==> src/common/ccac_pkg.sv <==
// shared constants, types and state layout of the capacity accounting core
package ccac_pkg;

	// time base
	localparam int CLK_HZ = 10_000_000;
	localparam int SEC_S = 1;
	localparam int SEC_CYCLES_DFLT = CLK_HZ * SEC_S;
	localparam logic [2:0] DISP_HOLD_S = 3'h4;
	localparam logic [31:0] DAY_S = 32'h0001_5180;

	// register offsets
	localparam logic [7:0] ADDR_NAC = 8'h03;
	localparam logic [7:0] ADDR_DCR = 8'h04;
	localparam logic [7:0] ADDR_LMD = 8'h05;
	localparam logic [7:0] ADDR_TEMP = 8'h06;
	localparam logic [7:0] ADDR_OFS = 8'h0b;
	localparam logic [7:0] ADDR_LOAD_COMPENSATION = 8'h0e;
	localparam logic [7:0] ADDR_PROGRAMMED_FULL_COUNT_CFG = 8'h1e;

	// reset values and command value
	localparam logic [7:0] OFS_RST = 8'h00;
	localparam logic [7:0] LOAD_COMPENSATION_RST = 8'h00;
	localparam logic [7:0] PROGRAMMED_FULL_COUNT_CFG_RST = 8'h00;
	localparam logic [7:0] RST_CMD_VAL = 8'h00;

	// counter limits
	localparam logic [15:0] DCR_MAX = 16'hffff;
	localparam logic [3:0] TEMP_BAND_MAX = 4'hc;
	localparam logic [6:0] CHG_EFF_DEN = 7'h64;
	localparam logic [1:0] INIT_WAIT = 2'h3;

	// three-level pin codes
	localparam logic [1:0] LVL_LOW = 2'h0;
	localparam logic [1:0] LVL_FLOAT = 2'h1;
	localparam logic [1:0] LVL_HIGH = 2'h2;

	// overload threshold magnitudes in mV
	localparam logic [7:0] OVLD_REL_MV = 8'h4b;
	localparam logic [7:0] OVLD_ABS_MV = 8'h19;

	typedef enum logic [1:0] {
		CCAC_ST_INIT = 2'b00,
		CCAC_ST_RUN = 2'b01
	} ccac_state_e;

	typedef struct packed {
		logic wr;
		logic rd;
		logic [7:0] addr;
		logic [7:0] wdata;
	} ccac_reg_req_s;

	typedef struct packed {
		logic valid;
		logic [7:0] data;
	} ccac_reg_rsp_s;

	typedef struct packed {
		logic charge;
		logic discharge;
		logic done;
		logic empty;
		logic supply_ok;
		logic button;
		logic [3:0] temp;
		logic [11:0] program_pin;
	} ccac_pins_s;

	typedef struct packed {
		ccac_state_e st;
		logic [1:0] init_cnt;
		ccac_pins_s pm;
		ccac_pins_s ps;
		ccac_pins_s pd;
		logic [11:0] lvl;
		logic [15:0] initial_full_count;
		logic [11:0] scale;
		logic [15:0] available_capacity_counter;
		logic [15:0] learned_capacity;
		logic [15:0] discharge_counter;
		logic [15:0] cks;
		logic [7:0] ofs;
		logic [7:0] load_compensation;
		logic [7:0] programmed_full_count_cfg;
		logic [19:0] cacc;
		logic [15:0] dacc;
		logic [31:0] sacc;
		logic [23:0] sec_cnt;
		logic [2:0] disp_cnt;
		logic disp_on;
		logic full_seen;
		logic partial;
		logic qualified;
		logic learned;
		logic rst_arm;
		ccac_reg_rsp_s rsp;
	} ccac_core_s;

endpackage

==> src/hdl/ccac_core.sv <==
// capacity accounting core: counters, learned capacity, pin decode, registers
`timescale 1ns/1ps

// Overview of operation
// RULE1: writing 00h to 1eh then 05h resets
// RULE2: temperature register upper digit gives 10C band
// RULE3: temperature band selects charge and self-discharge factors
// RULE4: load compensation adds to discharge counting
// RULE5: self-discharge uses load compensation and temperature
// RULE6: charge raises capacity; discharge lowers, counts discharge
// RULE7: offset register corrects capacity counting each second
// RULE8: learn only after clean full-to-empty discharge
// RULE9: charge never lifts capacity above full reference
// RULE10: initialization loads learned capacity with full count
// RULE11: learned capacity drops at most one quarter
// RULE12: display reference: learned (relative) or full count
// RULE13: full count sets initial capacity and scale
// RULE14: pins one and two select count and scale
// RULE15: pin three selects self-discharge base rate
// RULE16: pin four selects overload threshold, mode, timer; the hold timer is fixed at DISP_HOLD_S
// RULE17: charge-complete input sets capacity to learned
// RULE18: discharge counter saturates, clears at full capacity
// RULE19: supply recovery check reinitializes on corrupted state
// RULE20: program pins sampled once per initialization, held
module ccac_core
	import ccac_pkg::*;
#(
	parameter int SEC_CYCLES = SEC_CYCLES_DFLT
) (
	// clock and reset
	input wire logic clock_i,
	input wire logic sys_rst_i,
	// raw pins and front-end events
	input wire ccac_pins_s pins_i,
	// register port from the serial link logic
	input wire ccac_reg_req_s reg_req_i,
	output ccac_reg_rsp_s reg_rsp_o,
	// capacity state
	output logic [15:0] nac_o,
	output logic [15:0] dcr_o,
	output logic [15:0] lmd_o,
	output logic [15:0] full_ref_o,
	output logic [7:0] temp_band_o,
	// display configuration
	output logic abs_mode_o,
	output logic [7:0] overload_mv_o,
	output logic display_on_o,
	output logic ready_o
);

	////////////////////////////////////////////////////////////////////////////
	// decode functions

	function automatic logic [27:0] pfc_sel(input logic [3:0] p);
		logic [27:0] v;
		v = {16'h7000, 12'h280};
		case (p)
			{LVL_HIGH, LVL_HIGH}: v = {16'h6a00, 12'h140};
			{LVL_FLOAT, LVL_HIGH}: v = {16'h5e00, 12'h140};
			{LVL_LOW, LVL_HIGH}: v = {16'ha200, 12'h280};
			{LVL_HIGH, LVL_FLOAT}: v = {16'h8900, 12'h280};
			{LVL_FLOAT, LVL_FLOAT}: v = {16'h7000, 12'h280};
			{LVL_LOW, LVL_FLOAT}: v = {16'haf00, 12'h500};
			{LVL_HIGH, LVL_LOW}: v = {16'h7800, 12'h500};
			{LVL_FLOAT, LVL_LOW}: v = {16'h9600, 12'ha00};
			{LVL_LOW, LVL_LOW}: v = {16'h3200, 12'ha00};
			default: v = {16'h7000, 12'h280};
		endcase
		return v;
	endfunction

	function automatic logic [3:0] band_of(input logic [3:0] t);
		return (t > TEMP_BAND_MAX) ? TEMP_BAND_MAX : t;
	endfunction

	// doubling per 10C step, base rate at 20-30C
	function automatic logic [3:0] sd_shift(input logic [1:0] p3, input logic [3:0] b);
		logic [3:0] base;
		logic [3:0] c;
		base = (p3 == LVL_HIGH) ? 4'h6 : ((p3 == LVL_FLOAT) ? 4'h7 : 4'h9);
		c = (b < 4'h4) ? 4'h4 : ((b > 4'hb) ? 4'hb : b);
		return 4'(base + 4'h6 - c);
	endfunction

	// trickle efficiency in hundredths
	function automatic logic [6:0] chg_eff(input logic [1:0] p5, input logic [3:0] b);
		logic [1:0] rng;
		rng = (b <= 4'h6) ? 2'h0 : ((b <= 4'h8) ? 2'h1 : 2'h2);
		case (p5)
			LVL_HIGH: chg_eff = 7'(7'h50 - 7'(rng) * 7'h05);
			LVL_LOW: chg_eff = 7'(7'h55 - 7'(rng) * 7'h05);
			default: chg_eff = CHG_EFF_DEN;
		endcase
	endfunction

	////////////////////////////////////////////////////////////////////////////
	// state

	ccac_core_s r;
	ccac_core_s n;
	logic chg_ev;
	logic dis_ev;
	logic emp_ev;
	logic sup_rise;
	logic btn_fall;
	logic sec_tick;
	logic learn_ev;
	logic [3:0] band;
	logic [27:0] sel;
	logic [19:0] cthr;
	logic [15:0] floor_lmd;
	logic [7:0] ofs_mag;

	assign chg_ev = r.ps.charge & ~r.pd.charge;
	assign dis_ev = r.ps.discharge & ~r.pd.discharge;
	assign emp_ev = r.ps.empty & ~r.pd.empty;
	assign sup_rise = r.ps.supply_ok & ~r.pd.supply_ok;
	assign btn_fall = ~r.ps.button & r.pd.button;
	assign sec_tick = (r.sec_cnt == 24'(SEC_CYCLES - 1));
	assign band = band_of(r.ps.temp);
	assign sel = pfc_sel(r.ps.program_pin[3:0]);
	assign cthr = 20'(r.scale) * 20'(CHG_EFF_DEN);
	assign floor_lmd = 16'(r.learned_capacity - (r.learned_capacity >> 2));
	assign ofs_mag = 8'(~r.ofs + 8'h01);

	always_comb begin
		n = r;
		learn_ev = 1'b0;
		n.pm = pins_i;
		n.ps = r.pm;
		n.pd = r.ps;
		n.sec_cnt = sec_tick ? 24'h00_0000 : 24'(r.sec_cnt + 24'h00_0001);
		n.rsp.valid = 1'b0;
		// no display while initializing
		n.disp_on = 1'b0;
		case (r.st)
			CCAC_ST_INIT: begin
				n.init_cnt = 2'(r.init_cnt + 2'h1);
				if (r.init_cnt == INIT_WAIT) begin
					n.lvl = r.ps.program_pin; // RULE20
					n.initial_full_count = sel[27:12]; // RULE14
					n.scale = sel[11:0]; // RULE13
					n.learned_capacity = sel[27:12]; // RULE10
					n.available_capacity_counter = 16'h0000;
					n.discharge_counter = 16'h0000;
					n.cacc = 20'h0_0000;
					n.dacc = 16'h0000;
					n.sacc = 32'h0000_0000;
					n.full_seen = 1'b0;
					n.partial = 1'b0;
					n.qualified = 1'b0;
					n.learned = 1'b0;
					n.rst_arm = 1'b0;
					n.st = CCAC_ST_RUN;
				end
			end
			CCAC_ST_RUN: begin
				// register writes
				if (reg_req_i.wr) begin
					case (reg_req_i.addr)
						ADDR_LMD: n.learned_capacity = {reg_req_i.wdata, 8'h00};
						ADDR_OFS: n.ofs = reg_req_i.wdata;
						ADDR_LOAD_COMPENSATION: n.load_compensation = reg_req_i.wdata;
						ADDR_PROGRAMMED_FULL_COUNT_CFG: n.programmed_full_count_cfg = reg_req_i.wdata;
						default: n.programmed_full_count_cfg = r.programmed_full_count_cfg;
					endcase
					n.rst_arm = (reg_req_i.addr == ADDR_PROGRAMMED_FULL_COUNT_CFG) && (reg_req_i.wdata == RST_CMD_VAL); // RULE1
				end
				if (reg_req_i.rd) begin
					n.rsp.valid = 1'b1;
					case (reg_req_i.addr)
						ADDR_NAC: n.rsp.data = r.available_capacity_counter[15:8];
						ADDR_DCR: n.rsp.data = r.discharge_counter[15:8];
						ADDR_LMD: n.rsp.data = r.learned_capacity[15:8];
						ADDR_TEMP: n.rsp.data = {band, 4'h0}; // RULE2
						ADDR_OFS: n.rsp.data = r.ofs;
						ADDR_LOAD_COMPENSATION: n.rsp.data = r.load_compensation;
						ADDR_PROGRAMMED_FULL_COUNT_CFG: n.rsp.data = r.programmed_full_count_cfg;
						default: n.rsp.data = 8'h00;
					endcase
				end
				// accumulate compensated counts
				n.cacc = 20'(r.cacc + (chg_ev ? 20'(chg_eff(r.lvl[9:8], band)) : 20'h0_0000)); // RULE3
				n.dacc = 16'(r.dacc + 16'(dis_ev));
				n.sacc = r.sacc;
				if (sec_tick) begin
					n.dacc = 16'(n.dacc + 16'(r.load_compensation)); // RULE4
					n.sacc = 32'(r.sacc + 32'(r.available_capacity_counter >> sd_shift(r.lvl[5:4], band)) + 32'(r.load_compensation)); // RULE5 RULE15
					if (r.ofs[7]) begin
						n.dacc = 16'(n.dacc + 16'(ofs_mag)); // RULE7
					end else begin
						n.cacc = 20'(n.cacc + 20'(r.ofs)); // RULE7
					end
				end
				// one capacity step per cycle; leftovers wait in the accumulators
				if (r.ps.done) begin
					n.available_capacity_counter = n.learned_capacity; // RULE17
				end else if (r.cacc >= cthr) begin
					n.cacc = 20'(n.cacc - cthr);
					if (r.qualified) begin
						learn_ev = 1'b1; // RULE8
						n.learned_capacity = (r.discharge_counter < floor_lmd) ? floor_lmd : r.discharge_counter; // RULE11
						n.available_capacity_counter = 16'h0000;
						n.qualified = 1'b0;
						n.learned = 1'b1;
					end else if (r.available_capacity_counter < n.learned_capacity) begin
						n.available_capacity_counter = 16'(r.available_capacity_counter + 16'h0001); // RULE6 RULE9
						n.partial = r.full_seen | r.partial;
					end
				end else if (r.dacc >= 16'(r.scale)) begin
					n.dacc = 16'(n.dacc - 16'(r.scale));
					n.available_capacity_counter = (r.available_capacity_counter != 16'h0000) ? 16'(r.available_capacity_counter - 16'h0001) : r.available_capacity_counter; // RULE6
					n.discharge_counter = (r.discharge_counter == DCR_MAX) ? r.discharge_counter : 16'(r.discharge_counter + 16'h0001); // RULE18
				end else if (r.sacc >= DAY_S) begin
					n.sacc = 32'(n.sacc - DAY_S);
					if (r.available_capacity_counter != 16'h0000) begin
						n.available_capacity_counter = 16'(r.available_capacity_counter - 16'h0001); // RULE6
						n.discharge_counter = (r.discharge_counter == DCR_MAX) ? r.discharge_counter : 16'(r.discharge_counter + 16'h0001); // RULE18
					end
				end
				// a lowered reference must not leave capacity above it
				if (n.available_capacity_counter > n.learned_capacity) begin
					n.available_capacity_counter = n.learned_capacity; // RULE9
				end
				if (n.available_capacity_counter == n.learned_capacity) begin
					n.discharge_counter = 16'h0000; // RULE18
					n.full_seen = 1'b1;
					n.partial = 1'b0;
				end else if (emp_ev) begin
					n.qualified = r.full_seen & ~r.partial; // RULE8
					n.full_seen = 1'b0;
				end
				// display push-button hold timer
				if (r.ps.button) begin
					n.disp_cnt = 3'h0;
				end else if (btn_fall) begin
					n.disp_cnt = DISP_HOLD_S; // RULE16
				end else if (sec_tick && r.disp_cnt != 3'h0) begin
					n.disp_cnt = 3'(r.disp_cnt - 3'h1);
				end
				n.disp_on = r.ps.button | (n.disp_cnt != 3'h0);
				// reinitialize on command or on corrupted backup state
				if (reg_req_i.wr && reg_req_i.addr == ADDR_LMD &&
					reg_req_i.wdata == RST_CMD_VAL && r.rst_arm) begin
					n.st = CCAC_ST_INIT; // RULE1
					n.init_cnt = 2'h0;
				end
				if (sup_rise && r.cks != (r.available_capacity_counter ^ r.learned_capacity ^ r.discharge_counter)) begin
					n.st = CCAC_ST_INIT; // RULE19
					n.init_cnt = 2'h0;
				end
			end
			default: begin
				n.st = CCAC_ST_INIT;
				n.init_cnt = 2'h0;
			end
		endcase
		n.cks = n.available_capacity_counter ^ n.learned_capacity ^ n.discharge_counter; // RULE19
	end

	always_ff @(posedge clock_i) begin
		if (sys_rst_i) begin
			r <= '0;
			r.st <= CCAC_ST_INIT;
			r.ofs <= OFS_RST;
			r.load_compensation <= LOAD_COMPENSATION_RST;
			r.programmed_full_count_cfg <= PROGRAMMED_FULL_COUNT_CFG_RST;
		end else begin
			r <= n;
		end
	end

	////////////////////////////////////////////////////////////////////////////
	// outputs

	assign reg_rsp_o = r.rsp;
	assign nac_o = r.available_capacity_counter;
	assign dcr_o = r.discharge_counter;
	assign lmd_o = r.learned_capacity;
	assign abs_mode_o = (r.lvl[7:6] == LVL_LOW); // RULE16
	assign full_ref_o = abs_mode_o ? r.initial_full_count : r.learned_capacity; // RULE12
	assign overload_mv_o = abs_mode_o ? OVLD_ABS_MV : OVLD_REL_MV; // RULE16
	assign temp_band_o = {band_of(r.ps.temp), 4'h0};
	assign display_on_o = r.disp_on;
	assign ready_o = (r.st == CCAC_ST_RUN);
endmodule

==> config.mk <==
export PLATFORM = sky130hd
export DESIGN_NAME = ccac_core
export DESIGN_NICKNAME = d
export VERILOG_FILES = /design/src/common/ccac_pkg.sv /design/src/hdl/ccac_core.sv
export SDC_FILE = /design/constraint.sdc
export NUM_CORES = 1
export LEC_CHECK = 0
export ABC_AREA = 1
export BUFFER_PORTS_ARGS = -buffer_cell sky130_fd_sc_hd__buf_2
export CAP_MARGIN = 20
export CORE_ASPECT_RATIO = 2
export CORE_MARGIN = 5
export CORE_UTILIZATION = 55
export CTS_CLUSTER_SIZE = 40
export DETAILED_ROUTE_END_ITERATION = 6
export HOLD_SLACK_MARGIN = 0.02
export PLACE_DENSITY = 0.7
export SLEW_MARGIN = 0
export SYNTH_ARGS = -nofsm -noshare
export SYNTH_HDL_FRONTEND = slang
export SYNTH_SLANG_ARGS = --single-unit
==> constraint.sdc <==
create_clock -name clock_i -period 8.57 [get_ports clock_i]
set_input_delay 0.4285 -clock clock_i [delete_from_list [all_inputs] [get_ports clock_i]]
set_output_delay 0.4285 -clock clock_i [all_outputs]
set_load 0.02 [all_outputs]
### Word level (Yosys, flattened, before mapping)

Memories as Yosys holds them, arrays and structs flattened. A register that Yosys moved wholly into a read port is not among the register bits.
Cells that the tools add are included.

| word-level totals | value |
|---|---|
| flip-flop bits (word level) | 284 |
| latch bits | 0 |
| RAM bits | 0 |
| memory bits (read-only) | 224 |
| input bits | 42 |
| logic and storage cells | 226 |
| memories | 1 |

| cells by class | value |
|---|---|
| $add $sub $neg | 22 |
| $mul | 2 |
| divide/modulo/power cells | 0 |
| magnitude comparators | 11 |
| equal/unequal tests | 24 |
| shift operators | 1 |
| mux-type cells | 74 |
| bitwise gates (word level) | 20 |
| reduce and logical (&&, ||, !) cells | 26 |

Memory list:

| name | depth | bits a word | read ports | clocked after memory_dff | wr ports | line | source |
|---|---|---|---|---|---|---|---|
| (no name shown) | 16 | 14 | 1 | 1 | 0 | ccac_core.sv:57 | `case (p)` |

Operator list:

| operator | count |
|---|---|
| 2-to-1 mux 16 bit | 25 |
| 2-to-1 mux 68 bit | 4 |
| case mux 68 bit (2 select lines) | 1 |
| 2-to-1 mux 32 bit | 4 |
| 2-to-1 mux 48 bit | 2 |
| case mux 48 bit (2 select lines) | 1 |
| XOR 16 bit | 4 |
| case mux 8 bit (7 select lines) | 1 |
| 2-to-1 mux 20 bit | 2 |
| adder 16 x 1 -> 16 bit, second input constant | 2 |
| adder 16 x 8 -> 16 bit | 2 |
| adder 32 bit | 1 |
| adder 32 x 8 -> 32 bit | 1 |
| >= comparator 32 x 17 -> 1 bit, second input constant | 1 |
| less-than comparator 16 bit | 2 |
| 2-to-1 mux 4 bit | 8 |
| right shift 16 x 4 -> 32 bit | 1 |
| subtractor 32 x 17 -> 32 bit, second input constant | 1 |
| adder 24 x 1 -> 24 bit, second input constant | 1 |
| equality test 24 bit, second input constant | 1 |
| equality test 8 x 3 -> 1 bit, second input constant | 3 |
| 2-to-1 mux 7 bit | 3 |
| adder 20 x 7 -> 20 bit | 1 |
| adder 20 x 8 -> 20 bit | 1 |
| other kinds (53) | 107 |

### Logic depth before layout (Yosys ltp)

Gate-level depths: netlist of the first run.

| depth | value |
|---|---|
| word-level depth | 21 |
| gate-level depth with buffers | 47 |
| mapped depth without buffers | 46 |

### Worst setup path before layout of the first run

OpenSTA, ideal clock, no wires.

| timing path | value |
|---|---|
| kind | register to register |
| start point | reg r[205] (netlist name) |
| end point | reg r[149] (netlist name) |
| library setup time | 115 ps |
| arrival time | 6052 ps |
| required time | 8455 ps |
| slack | 2403 ps |
| cell stages (with the launch flop) | 42 |
| period minus slack after synthesis | 6167 ps |
| path through | dfxtp_1 ha_1 ha_1 ha_1 inv_1 fa_1 o21ai_0 nand2_1 nand2_1 a21oi_1 xor2_1 ha_1 nand4_1 nor2_1 nand3b_1 nand3_2 nand2_2 nor2_4 (+6 left out) nor2_1 a211oi_1 o21ai_0 a21oi_1 o21ai_0 nand2_1 clkbuf_1 buf_1 nand4_1 nand2_1 nor2_1 nand2_1 nor2_2 nand2_2 buf_8 nand2_4 a21oi_1 nor2_1 |

| between the ends | value |
|---|---|
| longest elaborated chain between the ends | 12 |
| elaborated cells between the ends (all ways) | 20 |
| classes of those cells | mul (1); order compare (3); eq/ne (1); mux (13); bitwise (2) |

RTL lines:

| what | line | source |
|---|---|---|
| start, declared | ccac_core.sv:99 | `ccac_core_s r;` |
| start signal, assigned | ccac_core.sv:269 | `r <= n;` |
| multiplier 12 x 5 -> 17 bit or >= comparator 16 x 12 -> 1 bit (tied branches) | ccac_core.sv:122, ccac_core.sv:210 |  |
| >= comparator 20 x 19 -> 1 bit or 2-to-1 mux 16 bit (tied branches) | ccac_core.sv:198, ccac_core.sv:210 |  |
| 2-to-1 mux 16 bit | ccac_core.sv:198 | `end else if (r.cacc >= cthr) begin` |
| 2-to-1 mux 16 bit or 2-to-1 mux 32 bit (tied branches) | ccac_core.sv:196 | `if (r.ps.done) begin` |
| 2-to-1 mux 16 bit or 2-to-1 mux 32 bit (tied branches) | ccac_core.sv:136 | `case (r.st)` |
| greater-than comparator 16 bit | ccac_core.sv:222 | `if (n.available_capacity_counter > n.learned_capacity) begin` |
| 2-to-1 mux 16 bit | ccac_core.sv:222 |  |
| 2-to-1 mux 16 bit | ccac_core.sv:136 |  |
| equality test 16 bit | ccac_core.sv:225 | `if (n.available_capacity_counter == n.learned_capacity) begin` |
| 2-to-1 mux 16 bit | ccac_core.sv:225 |  |
| case mux 48 bit (2 select lines) * | ccac_core.sv:136 |  |
| XOR 16 bit * | ccac_core.sv:258 | `n.cks = n.available_capacity_counter ^ n.learned_capacity ^ n.discharge_counter;` |

Mark *: on every way between the ends. The rest lies on a longest branch, timed or not. The select of a mux whose other input is x is not followed.
A chain may end at the register's enable or synchronous reset.

### Worst setup path in the final report of the first run

| timing path | value |
|---|---|
| start point | reg r[205] (netlist name) |
| end point | reg r[141] (netlist name) |

The elaborated chain is that of the path after synthesis.

==> results.cfg, run 1 <==
[status]
status = finished with violations
failed_checks = design-rule violations

[placement]
place_congestion = 1.02
placed_area_um2 = 24200
portBuffers = 122
preCtsSetupSlack_ns = 0.957
place_hpwl_um = 65500

[sta]
tns_ns = 0
slew_headroom = 0.255
fin_skew_ns = 0.0230
slew_violations = 0
tightest_slew_ns = 1.11
rsz0062_at_grt = false
finalSetupViolCount = 0
setup_ws_ns = 0.851
layout_min_cycle_time_ns = 7.72
finalCritPeriodShare = 0.901
whs_ns = 0.0334
final_hold_viol_count = 0
achievable-frequency_mhz = 130

[setup_path]
crit_fanout = 18
critPathSlowestCell = nor2_4
worstSetupPathType = flop to flop
worstPathArrival_ns = 8.20
end_kind = flop
crit_path_start_kind = flop
crit_path_frequent_cell = nand2_1
max_stage_delay_ns = 0.51
cp_data_required_time_ns = 9.05
r2r-start = r[205]$_SDFFE_PP0P_
crit_path_start = r[205]$_SDFFE_PP0P_

[logic_synthesis]
syn_area_per_cell_um2 = 6.57
ys.flop_type = dfxtp_1
yosys_warnings = 0
syn-cell-area_um2 = 23600
synth_top_family_by_area = simple AND/OR/NAND/NOR gates
synth_fa_ha_area_frac = 0.118
synth_cell_types = 75
ys_seq_area_frac = 0.233
synthMuxAreaShare = 0.00382
synth_edf_count = 0
synth-seq-cells = 275
async_reset_ff_frac = 0
yosys.area_share.simple = 0.282
synth-compound-area-share = 0.163
postSynthCellCount = 3590
synth_xor_area_frac = 0.0727

[final_layout]
fillers = 4190
final_layout_size_suffix_gt1_frac = 0.0911
design_area_um2 = 25100
most-common-layout-cells = nand2_1, inv_1, nor2_1, dfxtp_1, a21oi_1
seq_area_um2 = 5510
layout.nets = 3857
final_common_cell = nand2_1
area_growth_pct = 6.46
multi_input_area_um2 = 15100

[floorplanning]
fp.dieW_um = 156
die-area_um2 = 47400
core_um2 = 42600
initial_core_util = 0.554
dieHeight_um = 303
ioPinCount = 134
rows = 107

[global_route]
grt_pass1_wl_um = 127000
grt_pass1_vias = 23918
antenna_found_initial = 0
grt_use_total = 0.341
overflow = 0
grt_max_degree = 72

[clocking]
ctsResizeCount = 0
cts_hold_buf = 3
cts_htree_levels = 1
cts_buffer_depth = 3
root_buffer = clkbuf_16
insertion_delay_ns = 0.60
cts_num_sinks = 275
cts_buffers = 28
clk_pin_slew_ns = 0.07
cts_tree = done
post_cts_buffers = 0

[worst_hold_path]
hold_start = pins_i[21]
hold_class = input port to flop

[detailed_routing]
wl_um = 83400
drt_iter0_markers = 1758
dr.pass1.iters = 7
route.detailed.drc = 18
via_count = 24369
wl_per_cell_um = 20.0
wl_met3_um = 4290
via_per_inst = 5.85
top_layer = met4
dr_wl_met2_um = 42000
antenna_left = 0
wl_met1_um = 27500

[run]
cap_violations = 0
==> cells by family after synthesis <==
logic type / Yosys count
adders and majority gates: 212
and+or+nand+nor: 1510
other: 2
AOI/OAI and AO/OA: 681
DFF: 275
xor gates and xnor gates: 196
muxes: 9
buffers and inverters: 705
==> registers in the layout, summed over array words and instances, names as in the netlist <==
name	count
dcr_o	16
reg_rsp_o	9
r	167
sel	14
nac_o	16
display_on_o	1
lmd_o	16
n	36
==> worst max-delay path, delay by kind of cell (launching register included) <==
kind / cells / cell delay [ns]
buffers and inverters: 7 / 1.03
adders and majority gates: 6 / 1.94
DFF: 1 / 0.40
and+or+nand+nor: 24 / 3.13
AOI/OAI and AO/OA: 5 / 0.89
xor gates and xnor gates: 1 / 0.17
==> metal layers <==
layer	track usage	up-vias
met4	0.321	0
li1	-	11719
met2	0.623	962
met3	0.0428	417
met5	0	-
met1	0.319	11271
==> cell usage after synthesis (23+ instances only) <==
master    number  share of area
nand4_1       59          0.016
a21oi_1      240          0.051
o22ai_1       49          0.013
ha_1         195           0.10
nor2_1       343          0.055
xnor2_1       73          0.027
o21ai_1       26         0.0055
inv_2         26         0.0041
o21ai_0      238          0.050
nor3_1        54          0.011
xor2_1       123          0.046
dfxtp_1      275           0.23
inv_1        489          0.078
nand2_1      737           0.12
buf_4         73          0.023
clkbuf_1      81          0.013
o211ai_1      36          0.011
nor4_1        23         0.0061
nand3_1      193          0.041
==> worst paths after layout <==
| check | end | cells after the start | slack [ns] |
|---|---|---|---|
| setup reg to reg | r[141]$_SDFF_PP0_ | 43 | 0.85 |
| hold reg to reg | n[244]$_SDFF_PP0_ | 2 | 0.40 |
| hold / removal | n[281]$_SDFF_PP0_ | 3 | 0.03 |
| setup / recovery | r[141]$_SDFF_PP0_ | 43 | 0.85 |
==> stage by stage <==
step | util | std cells
6_report | 0.590 | 4169
5_1_grt | 0.590 | 4167
4_1_cts | 0.590 | 4167
3_5_place_dp | 0.568 | 4115
3_3_place_gp | 0.568 | 4115
2_1_floorplan | - | 3597
==> area by class of cell <==
class / count / share of cell area
Sequential cell: 275 / 0.219
Tap cell: 545 / 0.0271
Clock inverter: 13 / 0.00603
Multi-Input combinational cell: 2617 / 0.602
Inverter: 522 / 0.0780
Clock buffer: 36 / 0.0307
Antenna cell: 2 / 0.000199
Timing Repair Buffer: 159 / 0.0367
Power of run 1 is left out: the tool's default activity adds up to more than one toggle a clock period on the data nets, which glitch-free logic cannot reach.
==> inputs of run 2 (changes only) <==
PLACE_DENSITY = 0.73   (was 0.7)
clock period = 7.1 ns   (was 8.57 ns; I/O delays follow)
==> run 2 against run 1 <==
Effect of this change: the flow now finishes without violations; clock skew increased by 0.0042 ns; critical path depth decreased by 2; first-iteration DRC count decreased by 8.8%; worst setup slack got worse by 0.55 ns; global-route usage decreased by 1.1 points; maximum frequency increased by 14%; worst hold slack improved by 0.071 ns; die area unchanged; final area increased by 3.5%; via count increased by 0.11%.
==> results.cfg, run 2 (synthesis gave the netlist of run 1 again) <==
[final_layout]
layoutNonFillerInstCount = 4245
final_layout_size_suffix_gt1_frac = 0.113
antenna_cells = 0
seq_area_um2 = 5510
regMostFlops = r
layout.nets = 3933
largest_reg_flops = 167
multi_input_area_um2 = 15200
fillers = 4183
most-common-layout-cells = nand2_1, inv_1, nor2_1, dfxtp_1, a21oi_1
final_common_cell = nand2_1
area_growth_pct = 10.2

[clocking]
cts_tree = done
clk_pin_slew_ns = 0.08
insertion_delay_ns = 0.60
cts_htree_levels = 1
cts_buffer_depth = 3
cts_buffers = 28
root_buffer = clkbuf_16
cts_num_sinks = 275

[global_route]
grt_pass1_vias = 23639
overflow = 0
grt_max_degree = 69
grt_use_total = 0.330
grt_pass1_wl_um = 123000
antenna_found_initial = 0

[floorplanning]
core_um2 = 42600
initial_core_util = 0.554
rows = 107
dieHeight_um = 303
fp.dieW_um = 156
ioPinCount = 134
die-area_um2 = 47400

[status]
status = complete, no violations

[setup_path]
crit_path_frequent_cell = nand2_1
r2r_setup_slack_ns = 0.30
crit_path_start_kind = flop
max_stage_delay_ns = 0.35
r2r-end = r[136]$_SDFF_PP0_
critPathSlowestCell = dfxtp_2
worstSetupPathType = flop to flop
end_kind = flop
r2r-start = r[207]$_SDFFE_PP0P_
reg2reg_depth = 41
cp_data_required_time_ns = 7.59
crit_fanout = 9
worstPathArrival_ns = 7.29

[detailed_routing]
antenna_left = 0
wl_um = 81200
dr.pass1.iters = 6
drt_iter0_markers = 1603
route.detailed.drc = 0
via_per_inst = 5.75
wl_per_cell_um = 19.1
via_count = 24396

[sta]
finalSetupViolCount = 0
slew_violations = 0
fin_skew_ns = 0.0272
slew_headroom = 0.442
achievable-frequency_mhz = 147
final_hold_viol_count = 0
finalCritPeriodShare = 0.958
layout_min_cycle_time_ns = 6.80
tightest_slew_ns = 0.829

[worst_hold_path]
hold_start = reg_req_i[1]
hold_depth = 3
min_to = r[111]$_SDFFE_PP0P_
hold_class = input port to flop

[placement]
place_hpwl_um = 62500
portBuffers = 122
dp.cells = 4162
place_congestion = 0.993

[run]
cap_violations = 0
-- run 2: cell count changes in the layout (fill, tap and decap cells not counted), sizes merged --
cell	delta
inv	+1
clkinv	-1
buf	+56
clkbuf	+2
diode	-2
dlygate4sd3	+17
clkinvlp	+3
-- run 2: cell type report --
type | count | share of cell area
repair buffers | 235 | 0.0622
clock inverters | 16 | 0.00698
well taps | 545 | 0.0262
clock buffers | 35 | 0.0303
flip-flops and latches | 275 | 0.212
multi-input cells | 2617 | 0.586
inverters | 522 | 0.0760
-- run 2: worst max path at each step --
| stage | start | to | slack, ns | cells past startpoint |
|---|---|---|---|---|
| after floorplan | r[205]$_SDFFE_PP0P_ | r[149]$_SDFF_PP0_ | 0.93 | 41 |
| after global placement | r[205]$_SDFFE_PP0P_ | r[13]$_SDFFE_PP0P_ | 0.15 | 42 |
| after detailed placement | r[205]$_SDFFE_PP0P_ | r[13]$_SDFFE_PP0P_ | 0.003 | 42 |
| after CTS | r[205]$_SDFFE_PP0P_ | r[143]$_SDFF_PP0_ | 0.04 | 41 |
| after global routing | r[207]$_SDFFE_PP0P_ | r[136]$_SDFF_PP0_ | -0.10 | 41 |
| final | r[207]$_SDFFE_PP0P_ | r[136]$_SDFF_PP0_ | 0.30 | 41 |
-- run 2: metal layers --
layer  track usage  share of wire  vias to the layer above
met2         0.612           0.51                      943
met5             0              0                        -
li1              -              -                    11859
met4         0.284           0.11                        0
met1         0.312           0.33                    11156
met3        0.0414          0.052                      438
-- run 2: timing repair --
item                       CTS  global route
pin swaps                    0            11
gates cloned                 0             2
setup buffers                0            10
gates resized for setup      1            47
hold endpoints to repair    20             0
hold buffers                20             0
setup endpoints to repair    5            38
-- run 2: worst max-delay path: cells and delay by family (launching register included) --
| family | cells | cell delay [ns] |
|---|---|---|
| and+or+nand+nor | 23 | 2.75 |
| AOI/OAI and AO/OA | 4 | 0.58 |
| xor gates and xnor gates | 1 | 0.22 |
| DFF | 1 | 0.35 |
| adders and majority gates | 6 | 1.62 |
| buffers and inverters | 7 | 1.15 |
-- run 2: metrics by stage --
stage / utilization / setup slack [ns] / area [um2] / setup TNS (ns) / hold WS [ns]
after floorplan: - / 0.933 / 23600 / 0 / 0.388
after global placement: 0.576 / 0.151 / 24500 / 0 / 0.390
after detailed placement: 0.576 / 0.00267 / 24500 / 0 / 0.395
after CTS: 0.603 / 0.0368 / 25700 / 0 / 0.0796
after global routing: 0.611 / -0.105 / 26000 / -0.271 / 0.106
final: 0.611 / 0.300 / 26000 / 0 / 0.105
Power of run 2 is left out for the same reason.
